File: src/bsrs_defines.svh
// Named constants for the bonded transceiver reset and lock model
`ifndef BSRS_DEFINES_SVH
`define BSRS_DEFINES_SVH

// Clock and counter sizing
`define BSRS_CLK_PERIOD_NS 20
`define BSRS_CNT_W 12
`define BSRS_N_LANES 4

// Device timing figures in ns and derived cycle counts
`define BSRS_PLL_LOCK_NS 2000
`define BSRS_PLL_LOCK_CYC ((`BSRS_PLL_LOCK_NS) / (`BSRS_CLK_PERIOD_NS))
`define BSRS_OFFSET_CANCEL_NS 4000
`define BSRS_OFFSET_CANCEL_CYC ((`BSRS_OFFSET_CANCEL_NS) / (`BSRS_CLK_PERIOD_NS))
`define BSRS_RECONF_BUSY_NS 200
`define BSRS_RECONF_BUSY_CYC ((`BSRS_RECONF_BUSY_NS) / (`BSRS_CLK_PERIOD_NS))
`define BSRS_AUTO_LTD_NS 1000
`define BSRS_AUTO_LTD_CYC ((`BSRS_AUTO_LTD_NS) / (`BSRS_CLK_PERIOD_NS))
`define BSRS_LANE_SKEW_CYC 8

// Register byte addresses
`define BSRS_REG_CONFIG 8'h00
`define BSRS_REG_STATUS 8'h04
`define BSRS_REG_LOCK 8'h08
`define BSRS_REG_RECONF 8'h0C

// Field positions and reset values
`define BSRS_CFG_MODE_LSB 0
`define BSRS_CFG_MODE_MSB 1
`define BSRS_CFG_TXONLY_BIT 2
`define BSRS_CFG_MODE_RESET 2'h3
`define BSRS_LOCK_MODE_LSB 4
`define BSRS_ALL_LANES 4'hF

`endif

File: src/bsrs_pkg.sv
// Types shared by the bonded transceiver reset and lock model
`include "bsrs_defines.svh"
package bsrs_pkg;

   // Reconfiguration busy sequencing, Gray along the power-up path
   typedef enum logic [1:0] {
      OC_FIRST = 2'h0,
      OC_CANCEL = 2'h1,
      OC_IDLE = 2'h3,
      OC_RECONF = 2'h2
   } bsrs_oc_state_type;

   // Clock-data-recovery state per lane
   typedef enum logic [1:0] {
      CDR_HOLD = 2'h0,
      CDR_REF = 2'h1,
      CDR_DATA = 2'h3
   } bsrs_cdr_state_type;

   // Lock controller mode seen by a lane
   typedef enum logic [1:0] {
      LOCK_AUTO = 2'h0,
      LOCK_MAN_REF = 2'h1,
      LOCK_MAN_DATA = 2'h2
   } bsrs_lock_mode_type;

   // Bonding arrangement
   typedef enum logic [1:0] {
      BOND_X1 = 2'h0,
      BOND_X2 = 2'h1,
      BOND_X4 = 2'h2,
      BOND_XAUI = 2'h3
   } bsrs_bond_type;

   // Reset and lock controls from the fabric reset controller
   typedef struct packed {
      logic pll_reset;
      logic tx_digital_reset;
      logic rx_analog_reset;
      logic rx_digital_reset;
      logic [`BSRS_N_LANES-1:0] lock_to_reference;
      logic [`BSRS_N_LANES-1:0] lock_to_data;
   } bsrs_ctrl_type;

   // Status returned to the fabric reset controller
   typedef struct packed {
      logic pll_locked;
      logic reconfig_busy;
      logic [`BSRS_N_LANES-1:0] rx_freq_locked;
      logic tx_ready;
      logic rx_ready;
   } bsrs_stat_type;

endpackage : bsrs_pkg

File: src/bsrs_reconf_busy.sv
// Reconfiguration busy flag: power-up offset cancellation and access pulses
`timescale 1ns/1ps
`include "bsrs_defines.svh"
module bsrs_reconf_busy (
   // Clock and synchronised reset
   input logic clk,
   input logic rst_n,
   // Read or write made to the reconfiguration controller
   input logic access,
   // Status
   output logic busy,
   output logic cancel_done
);

   bsrs_pkg::bsrs_oc_state_type state_q;
   logic [`BSRS_CNT_W-1:0] cnt_q;

   // Low for one cycle, then cancellation, then quiet except on access
   always_ff @(posedge clk or negedge rst_n) begin
      if (!rst_n) begin
         state_q <= bsrs_pkg::OC_FIRST;
         cnt_q <= '0;
      end else begin
         case (state_q)
            bsrs_pkg::OC_FIRST: begin
               state_q <= bsrs_pkg::OC_CANCEL;
               cnt_q <= `BSRS_CNT_W'(`BSRS_OFFSET_CANCEL_CYC - 1);
            end
            bsrs_pkg::OC_CANCEL: begin
               if (cnt_q == '0) begin
                  state_q <= bsrs_pkg::OC_IDLE;
               end else begin
                  cnt_q <= cnt_q - 1'b1;
               end
            end
            bsrs_pkg::OC_IDLE: begin
               if (access) begin
                  state_q <= bsrs_pkg::OC_RECONF;
                  cnt_q <= `BSRS_CNT_W'(`BSRS_RECONF_BUSY_CYC - 1);
               end
            end
            default: begin
               // A further access stretches the pulse rather than queueing
               if (access) begin
                  cnt_q <= `BSRS_CNT_W'(`BSRS_RECONF_BUSY_CYC - 1);
               end else if (cnt_q == '0) begin
                  state_q <= bsrs_pkg::OC_IDLE;
               end else begin
                  cnt_q <= cnt_q - 1'b1;
               end
            end
         endcase
      end
   end

   // Decoded from the state flops
   assign busy = (state_q == bsrs_pkg::OC_CANCEL) || (state_q == bsrs_pkg::OC_RECONF);
   assign cancel_done = (state_q == bsrs_pkg::OC_IDLE) || (state_q == bsrs_pkg::OC_RECONF);

   first_low_a:
   assert property (@(posedge clk) disable iff (!rst_n)
      (state_q == bsrs_pkg::OC_FIRST) |-> !busy ##1 busy)
      else $error("busy not low then high after power up");
   cancel_end_a:
   assert property (@(posedge clk) disable iff (!rst_n)
      $fell(busy) |-> $past(cnt_q) == '0)
      else $error("busy fell before cancellation finished");
   quiet_idle_a:
   assert property (@(posedge clk) disable iff (!rst_n)
      (state_q == bsrs_pkg::OC_IDLE && !access) |=> !busy)
      else $error("busy pulsed without an access");
   access_pulse_a:
   assert property (@(posedge clk) disable iff (!rst_n)
      (state_q == bsrs_pkg::OC_IDLE && access) |=> busy[*8])
      else $error("access did not raise busy");

endmodule : bsrs_reconf_busy

File: src/bsrs_cdr_lane.sv
// One receive lane: lock mode decode and clock-data-recovery lock state
`timescale 1ns/1ps
`include "bsrs_defines.svh"
module bsrs_cdr_lane #(
   parameter logic [`BSRS_CNT_W-1:0] SKEW = '0
) (
   // Clock and synchronised reset
   input logic clk,
   input logic rst_n,
   // Lane conditions
   input logic enable,
   input logic analog_reset,
   input logic cancel_busy,
   input logic lock_to_reference,
   input logic lock_to_data,
   // Lane status
   output logic freq_locked,
   output bsrs_pkg::bsrs_lock_mode_type lock_mode
);

   bsrs_pkg::bsrs_cdr_state_type state_q;
   logic [`BSRS_CNT_W-1:0] cnt_q;
   logic run;

   // Lock-to-data wins over lock-to-reference
   always_comb begin
      if (lock_to_data) begin
         lock_mode = bsrs_pkg::LOCK_MAN_DATA;
      end else if (lock_to_reference) begin
         lock_mode = bsrs_pkg::LOCK_MAN_REF;
      end else begin
         lock_mode = bsrs_pkg::LOCK_AUTO;
      end
   end

   assign run = enable && !analog_reset && !cancel_busy;

   // Reference lock first; in automatic mode skew makes lanes reach data lock at different times
   always_ff @(posedge clk or negedge rst_n) begin
      if (!rst_n) begin
         state_q <= bsrs_pkg::CDR_HOLD;
         cnt_q <= '0;
      end else if (!run) begin
         state_q <= bsrs_pkg::CDR_HOLD;
         cnt_q <= '0;
      end else begin
         case (state_q)
            bsrs_pkg::CDR_HOLD: begin
               state_q <= bsrs_pkg::CDR_REF;
               cnt_q <= `BSRS_CNT_W'(`BSRS_AUTO_LTD_CYC) + SKEW;
            end
            bsrs_pkg::CDR_REF: begin
               if (lock_mode == bsrs_pkg::LOCK_MAN_DATA) begin
                  state_q <= bsrs_pkg::CDR_DATA;
               end else if (lock_mode == bsrs_pkg::LOCK_AUTO) begin
                  if (cnt_q == '0) begin
                     state_q <= bsrs_pkg::CDR_DATA;
                  end else begin
                     cnt_q <= cnt_q - 1'b1;
                  end
               end
            end
            default: begin
               if (lock_mode == bsrs_pkg::LOCK_MAN_REF) begin
                  state_q <= bsrs_pkg::CDR_REF;
                  cnt_q <= `BSRS_CNT_W'(`BSRS_AUTO_LTD_CYC) + SKEW;
               end
            end
         endcase
      end
   end

   // High only while recovering clock from the data
   assign freq_locked = (state_q == bsrs_pkg::CDR_DATA);

   ltd_lock_a:
   assert property (@(posedge clk) disable iff (!rst_n)
      (run && lock_to_data)[*2] |=> freq_locked)
      else $error("manual lock-to-data not reached");
   ltr_unlock_a:
   assert property (@(posedge clk) disable iff (!rst_n)
      (lock_to_reference && !lock_to_data) |=> !freq_locked)
      else $error("freq lock high in lock-to-reference");
   auto_lock_a:
   assert property (@(posedge clk) disable iff (!rst_n)
      (run && state_q == bsrs_pkg::CDR_REF && lock_mode == bsrs_pkg::LOCK_AUTO
       && cnt_q == '0) |=> freq_locked)
      else $error("automatic lock did not move to data");
   auto_delay_a:
   assert property (@(posedge clk) disable iff (!rst_n)
      ($rose(run) && lock_mode == bsrs_pkg::LOCK_AUTO) |-> !freq_locked[*8])
      else $error("automatic lock came too early");

endmodule : bsrs_cdr_lane

File: src/bsrs_xcvr_top.sv
// Bonded transceiver reset and lock behaviour with register access
`timescale 1ns/1ps
`include "bsrs_defines.svh"

// Summary of operation
// - Busy low on the first cycle after power up, high from the second.
// - Busy falls once receiver offset cancellation has finished.
// - After power-up cancellation, busy pulses only on reconfiguration read or write.
// - XAUI always bonds four lanes; other modes bond or not.
// - Lock-to-data wins; lock-to-reference alone is manual; neither means automatic.
// - Basic two- and four-lane modes may bond transmitter-only lanes.
// - In XAUI each lane reports its own frequency lock; all count.
// - After PLL reset release the PLL starts acquiring reference lock.
// - Automatic mode: lane frequency locks rise at different times; wait for all.
// - Manual mode: after interval swap to lock-to-data; all lanes lock to data.
// - PLL lock high while the transmit PLL is locked to its reference.
// - Lane frequency lock high in lock-to-data, low in lock-to-reference.
module bsrs_xcvr_top (
   // Clock and asynchronous reset
   input logic clk,
   input logic rst_n,
   // Register port
   input logic [7:0] reg_addr,
   input logic [31:0] reg_wdata,
   input logic reg_wr,
   input logic reg_rd,
   output logic [31:0] reg_rdata,
   // Reset controller side
   input bsrs_pkg::bsrs_ctrl_type ctrl,
   output bsrs_pkg::bsrs_stat_type stat
);

   localparam int PLL_MAX = 120;

   logic rst_meta_q;
   logic rst_sync_q;
   logic [1:0] bond_q;
   logic tx_only_q;
   logic cfg_error_q;
   logic [31:0] reconf_data_q;
   logic [`BSRS_CNT_W-1:0] pll_cnt_q;
   logic pll_locked_q;
   logic tx_ready_q;
   logic rx_ready_q;
   logic [31:0] rdata_q;
   logic [`BSRS_N_LANES-1:0] lane_en;
   logic [`BSRS_N_LANES-1:0] lane_lock;
   logic [`BSRS_N_LANES-1:0][1:0] lane_mode;
   logic all_locked;
   logic busy;
   logic cancel_done;
   logic reconf_access;
   logic cfg_wr;
   logic [1:0] wr_bond;
   logic wr_tx_only;

   // Reset release through two flops; assertion stays asynchronous
   always_ff @(posedge clk or negedge rst_n) begin
      if (!rst_n) begin
         rst_meta_q <= 1'b0;
         rst_sync_q <= 1'b0;
      end else begin
         rst_meta_q <= 1'b1;
         rst_sync_q <= rst_meta_q;
      end
   end

   // Register write decode
   assign cfg_wr = reg_wr && (reg_addr == `BSRS_REG_CONFIG);
   assign wr_bond = reg_wdata[`BSRS_CFG_MODE_MSB:`BSRS_CFG_MODE_LSB];
   assign wr_tx_only = reg_wdata[`BSRS_CFG_TXONLY_BIT];
   assign reconf_access = (reg_wr || reg_rd) && (reg_addr == `BSRS_REG_RECONF);

   // Bonding configuration; XAUI with transmitter-only is refused and flagged
   always_ff @(posedge clk or negedge rst_sync_q) begin
      if (!rst_sync_q) begin
         bond_q <= `BSRS_CFG_MODE_RESET;
         tx_only_q <= 1'b0;
         cfg_error_q <= 1'b0;
      end else if (cfg_wr) begin
         if ((wr_bond == bsrs_pkg::BOND_XAUI) && wr_tx_only) begin
            cfg_error_q <= 1'b1;
         end else begin
            bond_q <= wr_bond;
            tx_only_q <= wr_tx_only;
            cfg_error_q <= 1'b0;
         end
      end
   end

   // Scratch word behind the reconfiguration access register
   always_ff @(posedge clk or negedge rst_sync_q) begin
      if (!rst_sync_q) begin
         reconf_data_q <= 32'h0;
      end else if (reg_wr && (reg_addr == `BSRS_REG_RECONF)) begin
         reconf_data_q <= reg_wdata;
      end
   end

   // Active lanes follow the bond width; XAUI always uses all four
   always_comb begin
      if (tx_only_q) begin
         lane_en = '0;
      end else if (bond_q == bsrs_pkg::BOND_X1) begin
         lane_en = 4'h1;
      end else if (bond_q == bsrs_pkg::BOND_X2) begin
         lane_en = 4'h3;
      end else begin
         lane_en = `BSRS_ALL_LANES;
      end
   end

   // PLL model: lock is lost under reset and regained after a fixed acquire time
   always_ff @(posedge clk or negedge rst_sync_q) begin
      if (!rst_sync_q) begin
         pll_cnt_q <= `BSRS_CNT_W'(`BSRS_PLL_LOCK_CYC);
         pll_locked_q <= 1'b0;
      end else if (ctrl.pll_reset) begin
         pll_cnt_q <= `BSRS_CNT_W'(`BSRS_PLL_LOCK_CYC);
         pll_locked_q <= 1'b0;
      end else if (pll_cnt_q != '0) begin
         pll_cnt_q <= pll_cnt_q - 1'b1;
      end else begin
         pll_locked_q <= 1'b1;
      end
   end

   // Offset cancellation and reconfiguration busy
   bsrs_reconf_busy u_busy (
      .clk(clk),
      .rst_n(rst_sync_q),
      .access(reconf_access),
      .busy(busy),
      .cancel_done(cancel_done)
   );

   // One recovery unit per lane, each with its own lock skew
   for (genvar i = 0; i < `BSRS_N_LANES; i++) begin : g_lane
      bsrs_cdr_lane #(
         .SKEW(`BSRS_CNT_W'(i * `BSRS_LANE_SKEW_CYC))
      ) u_lane (
         .clk(clk),
         .rst_n(rst_sync_q),
         .enable(lane_en[i]),
         .analog_reset(ctrl.rx_analog_reset),
         .cancel_busy(!cancel_done),
         .lock_to_reference(ctrl.lock_to_reference[i]),
         .lock_to_data(ctrl.lock_to_data[i]),
         .freq_locked(lane_lock[i]),
         .lock_mode(lane_mode[i])
      );
   end

   // Idle lanes never block the group
   assign all_locked = (lane_en != '0) && (&(lane_lock | ~lane_en));

   // Readiness follows the digital resets and lock status
   always_ff @(posedge clk or negedge rst_sync_q) begin
      if (!rst_sync_q) begin
         tx_ready_q <= 1'b0;
         rx_ready_q <= 1'b0;
      end else begin
         tx_ready_q <= pll_locked_q && !ctrl.tx_digital_reset;
         rx_ready_q <= all_locked && !ctrl.rx_digital_reset;
      end
   end

   // Read data stands for the one cycle after the strobe only
   always_ff @(posedge clk or negedge rst_sync_q) begin
      if (!rst_sync_q) begin
         rdata_q <= 32'h0;
      end else if (!reg_rd) begin
         rdata_q <= 32'h0;
      end else if (reg_addr == `BSRS_REG_CONFIG) begin
         rdata_q <= {29'h0, tx_only_q, bond_q};
      end else if (reg_addr == `BSRS_REG_STATUS) begin
         rdata_q <= {26'h0, rx_ready_q, tx_ready_q, cfg_error_q, all_locked,
                     pll_locked_q, busy};
      end else if (reg_addr == `BSRS_REG_LOCK) begin
         rdata_q <= {20'h0, lane_mode, lane_lock};
      end else if (reg_addr == `BSRS_REG_RECONF) begin
         rdata_q <= reconf_data_q;
      end else begin
         rdata_q <= 32'h0;
      end
   end

   // Outputs
   assign reg_rdata = rdata_q;
   // One driver for the whole status word, in struct member order
   assign stat = {pll_locked_q, busy, lane_lock, tx_ready_q, rx_ready_q};

   pll_hold_a:
   assert property (@(posedge clk) disable iff (!rst_sync_q)
      ctrl.pll_reset |=> !stat.pll_locked)
      else $error("PLL lock high under PLL reset");
   pll_acquire_a:
   assert property (@(posedge clk) disable iff (!rst_sync_q)
      $fell(ctrl.pll_reset) |-> ##[1:PLL_MAX] (stat.pll_locked || ctrl.pll_reset))
      else $error("PLL failed to lock after reset release");
   xaui_bond_a:
   assert property (@(posedge clk) disable iff (!rst_sync_q)
      (bond_q == bsrs_pkg::BOND_XAUI) |-> (lane_en == `BSRS_ALL_LANES) && !tx_only_q)
      else $error("XAUI not bonded across four lanes");
   tx_only_bond_a:
   assert property (@(posedge clk) disable iff (!rst_sync_q)
      (cfg_wr && wr_tx_only && (wr_bond == bsrs_pkg::BOND_X2
       || wr_bond == bsrs_pkg::BOND_X4)) |=> tx_only_q && lane_en == '0)
      else $error("bonded transmitter-only setting refused");
   rx_all_a:
   assert property (@(posedge clk) disable iff (!rst_sync_q)
      $rose(stat.rx_ready) |-> $past(&(lane_lock | ~lane_en)))
      else $error("receive ready before every lane locked");

   cover_cancel_c: cover property (@(posedge clk) disable iff (!rst_sync_q) $fell(busy));
   cover_tx_c: cover property (@(posedge clk) disable iff (!rst_sync_q) $rose(tx_ready_q));
   cover_lock_c: cover property (@(posedge clk) disable iff (!rst_sync_q) $rose(all_locked));
   cover_rx_c: cover property (@(posedge clk) disable iff (!rst_sync_q) $rose(rx_ready_q));

endmodule : bsrs_xcvr_top

File: config.mk
export PLATFORM = sky130hd
export DESIGN_NAME = bsrs_xcvr_top
export DESIGN_NICKNAME = d
export VERILOG_FILES = /design/src/bsrs_pkg.sv /design/src/bsrs_reconf_busy.sv /design/src/bsrs_cdr_lane.sv /design/src/bsrs_xcvr_top.sv
export VERILOG_INCLUDE_DIRS = /design/src
export SDC_FILE = /design/constraint.sdc
export NUM_CORES = 1
export LEC_CHECK = 0
export BUFFER_PORTS_ARGS = -buffer_cell sky130_fd_sc_hd__buf_2
export CAP_MARGIN = 20
export CORE_ASPECT_RATIO = 1.2
export CORE_UTILIZATION = 45
export CTS_BUF_LIST = sky130_fd_sc_hd__clkbuf_8 sky130_fd_sc_hd__clkbuf_16
export DETAILED_ROUTE_END_ITERATION = 6
export GPL_ROUTABILITY_DRIVEN = 0
export PLACE_DENSITY_LB_ADDON = 0.12
export RECOVER_POWER = 25
export SLEW_MARGIN = 25
export SYNTH_ARGS = -nofsm -noshare
export SYNTH_HDL_FRONTEND = slang
export SYNTH_SLANG_ARGS = --single-unit
File: constraint.sdc
create_clock -name clk -period 13.9 [get_ports clk]
set_input_delay 1.39 -clock clk [delete_from_list [all_inputs] [get_ports clk]]
set_output_delay 1.39 -clock clk [all_outputs]
set_load 0.02 [all_outputs]
==> Word level (Yosys, flattened, before mapping) <==
Cells that the tools add are included.
{ "classes": {"bitwise_logic": 3, "addsub": 6, "reduce_logical": 51, "eq_ne": 51, "n_mux": 77} }
{ "op_table": {"columns": ["operator", "count"], "rows": [
  ["12-bit 2-to-1 mux", 25],
  ["32-bit 2-to-1 mux", 5],
  ["12-bit case mux with 2 select lines", 4],
  ["12-bit by 1-bit subtractor with 12-bit output, second input constant", 6],
  ["12-bit zero test", 5],
  ["2-bit 2-to-1 mux", 27],
  ["4-bit inequality test, second input constant", 12],
  ["3-bit inequality test, second input constant", 12],
  ["12-bit case mux with 3 select lines", 1],
  ["2-bit == test, second input constant", 11],
  ["2-bit by 1-bit == test with 1-bit output, second input constant", 10],
  ["2-bit zero test", 10],
  ["4-bit AND reduction", 5],
  ["8-bit by 4-bit == test with 1-bit output, second input constant", 2],
  ["2-bit case mux with 2 select lines", 4],
  ["1-bit logical AND", 15],
  ["4-bit 2-to-1 mux", 3],
  ["3-bit AND reduction", 4],
  ["12-bit nonzero test", 1],
  ["8-bit by 3-bit == test with 1-bit output, second input constant", 1],
  ["8-bit zero test", 1],
  ["1-bit 2-to-1 mux", 7],
  ["2-bit case mux with 3 select lines", 1],
  ["2-bit inequality test, second input constant", 2],
  ["other kinds (9)", 14]
]} }
{ "word_totals": {"word_cells": 209, "output_inout_bits": 40, "reg_bits": 155} }

==> Depth between registers and ports, before layout <==
{ "logic_depth": {"ltp_word": 11, "depth_mapped": 9, "depth_no_buf": 7} }

==> Cells and area by module <==
From an unflattened synthesis, not the netlist that was laid out.
{ "hier_totals": {"cells_unflattened": 764, "area_unflattened_um2": 8291.7} }
{ "modules_own_cells": {"columns": ["module", "area_each_um2", "n_inst", "cells_each"], "rows": [
  ["bsrs_xcvr_top", 3624.7, 1, 267],
  ["bsrs_cdr_lane (g_lane[1].u_lane)", 979.7, 1, 106],
  ["bsrs_reconf_busy", 979.7, 1, 101],
  ["bsrs_cdr_lane (g_lane[0].u_lane)", 947.2, 1, 101],
  ["bsrs_cdr_lane (g_lane[3].u_lane)", 894.6, 1, 100],
  ["bsrs_cdr_lane (g_lane[2].u_lane)", 865.8, 1, 89]
]} }

==> Least setup slack after synthesis <==
OpenSTA, ideal clock, no wires.
{ "synth_timing": {"kind": "input to register", "start": "input port reg_addr[1]", "end": "register u_busy.state_q[1]", "setup_slack_ps": 10673, "setup_ps": 124, "arrival_time_ps": 3103, "path_buffers": 2, "path_stages": 7, "cell_sequence": "or4_4 > buf_6 > or4_4 > buf_6 > nor3_4 > nor4_1 > a211o_1"} }
{ "synth_between": {"elab_chain_len": 4} }
{ "synth_lines": {"columns": ["element", "line", "rtl"], "rows": [
  ["start, declared", "bsrs_xcvr_top.sv:23", "input logic [7:0] reg_addr,"],
  ["8-bit by 4-bit == test with 1-bit output (no line) *", null, null],
  ["1-bit logical AND *", "bsrs_xcvr_top.sv:72", "assign reconf_access = (reg_wr || reg_rd) && (reg_addr == `BSRS_REG_RECONF);"],
  ["4-bit by 1-bit inequality test with 1-bit output (no line) / 2-bit inequality test (equally long branches)", null, null],
  ["2-bit AND reduction (no line) *", null, null],
  ["end signal, assigned", "bsrs_reconf_busy.sv:31", "state_q <= bsrs_pkg::OC_IDLE;"],
  ["end signal, assigned", "bsrs_reconf_busy.sv:38", "state_q <= bsrs_pkg::OC_RECONF;"],
  ["end signal, assigned", "bsrs_reconf_busy.sv:47", "state_q <= bsrs_pkg::OC_IDLE;"],
  ["end, declared", "bsrs_reconf_busy.sv:15", "bsrs_pkg::bsrs_oc_state_type state_q;"]
]} }
Mark *: on every way between the ends. The rest lies on a longest branch, timed or not.
A chain may end at the register's enable or synchronous reset.

==> out/summary.txt <==
status: finished with violations
failing checks: max-capacitance violations, max-slew violations
Post-Synthesis Cells: 766
Critical Path Sink Type: async pin
post-synth top area share: 48.1%
WP buf/inv: 2
FF-to-FF setup slack: 9.49 ns
filler cell count: 1532
RR Endpoint: g_lane[1].u_lane.cnt_q[0]
RSZ-0062 raised after global routing: no
Post-Syn Area: 7800 um2
Sequential Power Share: 41.3%
Synth area leaders: dfrtp_1 (48%), mux2_2 (4.6%), nor2_1 (4.6%)
slowest cell on the critical path: clkbuf_1
commonest non-fill, non-tap cell in the layout: dfrtp_1
Die H: 146 um
CTS root buf: clkbuf_16
vias in the first global route: 5968
Die Wd: 122 um
Required @ worst endpoint: 14.38 ns
Cell Chain, Critical Path: clkbuf_1, buf_4
vias per cell: 5.63
fin crit share: 31.8%
Slew Limit Headroom: -86.6%
Top delay family on crit path: buffers and inverters
Synth Area per Inst: 10.2 um2
die area: 17900 um2
Initial DRC Count: 377
Port Buffers: 95
async set-reset flop share out of synthesis: 100%
Clock Skew: 0.00948 ns
Int Power: 0.853 mW
synth-to-layout area growth: 14.8%
post-CTS sizing: 0
FP Rows: 52
CTS Sinks: 155
Startpoint Class: register
Yosys warnings: 0
Reg2Reg Depth: 2
critical path class: reg2async
Pre-antenna DRT Iters: 5
number of flops mapped to enable cells by yosys: 0
sw frac: 32.8%
WP data arrival: 4.89 ns
Layout Nets: 926
PD cells: 142 nW/um2
CTS buffer count: 17
GRT overflow: 0
Leak Pwr: 4.24 nW
Psw: 0.416 mW
Final Max Slew Viols: 99
CORE AREA: 16900 um2
Worst setup startpoint: rst_sync_q
dpl cells: 1050
Clk pwr share: 33.5%
Tightest Hold Check Type: reg2reg
hold_sp: rst_meta_q
IO Pins: 96
Final Hold Fails: 0
post-CTS setup buffer count: 0
max-cap violations: 2
wire per inst: 16.4 um
endpoints failing setup: 0
final instance area: 8950 um2
Hold WS: 0.354 ns
crit-path max FO: 58
Worst-path clk slew: 0.06 ns
Worst IR Drop VDD: 0.0835 mV
H-tree depth: 4
Yosys reg bits: 155
global-route wire length before repair: 29200 um
Max stage delay on crit path: 2.07 ns
Min Clock Period, post-route: 4.41 ns
total track usage: 20.8%
final cell count without fillers: 1083
Routed Wire Length: 17700 um
clock buffer depth: 2
FF-to-FF Start: rst_sync_q
CTS tree: yes
Post-Syn Nets: 839
detailed-placement wirelength estimate: 13000 um
register area share after synthesis: 49.8%
Initial Util: 46.1%
antenna viol nets, final: 0
main flop type after synthesis: dfrtp_1
Slew @ Worst Pin: 2.80 ns
synth unique cells: 74
share of cells above drive strength 1: 22.2%
Fmax: 227 MHz
most frequent cells in the layout: dfrtp_1 (150), nor2_1 (94), buf_2 (94)
initial antenna violation count: 5
Power Total: 1.27 mW
number of hold buffers added after cts: 0
Comb pwr share: 25.2%
largest net degree at the start of global routing: 59
placed inst area: 8410 um2
Hold EP: rst_sync_q
# DRC: 0
clk_lat worst skew: 0.42 ns
leading area contributor after synthesis: dfrtp_1
setup TNS: 0 ns
Hold Path Depth: 0
vias: 6092
-- state kept, by name, indices dropped and copies added, names as in the netlist --
signal                 cells
reconf_data_q             32
g_lane.u_lane.state_q      8
reg_rdata                 32
rst_sync_q                 1
rst_meta_q                 1
cfg_error_q                1
u_busy.cnt_q              12
bond_q                     2
g_lane.u_lane.cnt_q       48
u_busy.state_q             2
rx_ready_q                 1
tx_ready_q                 1
pll_cnt_q                 12
pll_locked_q               1
tx_only_q                  1
-- metal layers --
metal	vias to the layer above	wire length, um	share of wire, %	GRT usage, %
met5	-	46	0.26	0
met4	8	466	2.6	8.96
met3	37	1280	7.2	6.99
met2	175	8180	46	32.4
met1	2956	7780	44	26.3
li1	2916	-	-	-
-- power groups by stage --
stage	registers (mW)	clock network (mW)	logic [mW]
floorplan	0.524	0	0.249
global placement	0.530	0	0.310
detailed placement	0.532	0	0.319
CTS	0.524	0.436	0.321
global route	0.529	0.453	0.361
finish	0.524	0.425	0.320
-- cell families (layout without fill, tap and decap cells) --
family / after synthesis / count (layout) / share of synthesized area, %
AO/OA/AOI/OAI: 141 / 141 / 12.7
other: 1 / 3 / 0.0481
flip-flops: 155 / 155 / 49.8
AND/OR/NAND/NOR: 317 / 317 / 21.5
XOR/XNOR: 34 / 34 / 3.82
multiplexers: 42 / 42 / 5.90
adder cells (fa/ha/maj): 17 / 17 / 2.73
buffers and inverters: 59 / 158 / 3.50
-- final cells by class --
| cell class | instances | area, um2 | area share, % |
|---|---|---|---|
| well taps | 216 | 270 | 3.02 |
| clock inverters | 10 | 66.3 | 0.741 |
| flip-flops and latches | 155 | 3880 | 43.4 |
| multi-input cells | 552 | 3640 | 40.7 |
| clock buffers | 21 | 480 | 5.37 |
| inverters | 29 | 109 | 1.22 |
| repair buffers | 98 | 493 | 5.51 |
| diodes | 2 | 5.00 | 0.0559 |
-- worst register-to-register path: stages, from the launching register on --
cell	delay, ns
dfrtp_1	1.50
clkbuf_1	2.07
buf_4	0.88
-- worst max-delay path by stage --
stage	end	slack, ns	cells after the start
6_report	g_lane[1].u_lane.cnt_q[0]	9.49	2
5_1_grt	g_lane[1].u_lane.cnt_q[2]	8.50	2
4_1_cts	reg_rdata[16]	10.45	6
3_5_place_dp	reg_rdata[16]	10.01	6
3_3_place_gp	reg_rdata[30]	10.11	6
2_1_floorplan	cfg_error_q	9.27	0
-- metrics by stage --
stage               utilization, %  setup slack, ns
floorplan                        -             9.27
global placement              49.7            10.11
detailed placement            49.7            10.01
CTS                           52.9            10.45
global route                  52.9             8.50
finish                        52.9             9.49
-- Yosys cell counts, types with 10 or more instances --
cell type / number
nor4_1: 11
dfrtp_1: 150
nand4_1: 13
nand2b_1: 13
inv_1: 29
nand3_1: 26
nor3_1: 30
o21ai_0: 25
nor2b_1: 10
ha_1: 17
mux2i_1: 10
nor2_1: 95
nand2_1: 38
or3_1: 13
xor2_1: 30
a21oi_1: 39
clkbuf_1: 12
and2_1: 23
mux2_2: 32
Power figures use the tool's default switching activity.
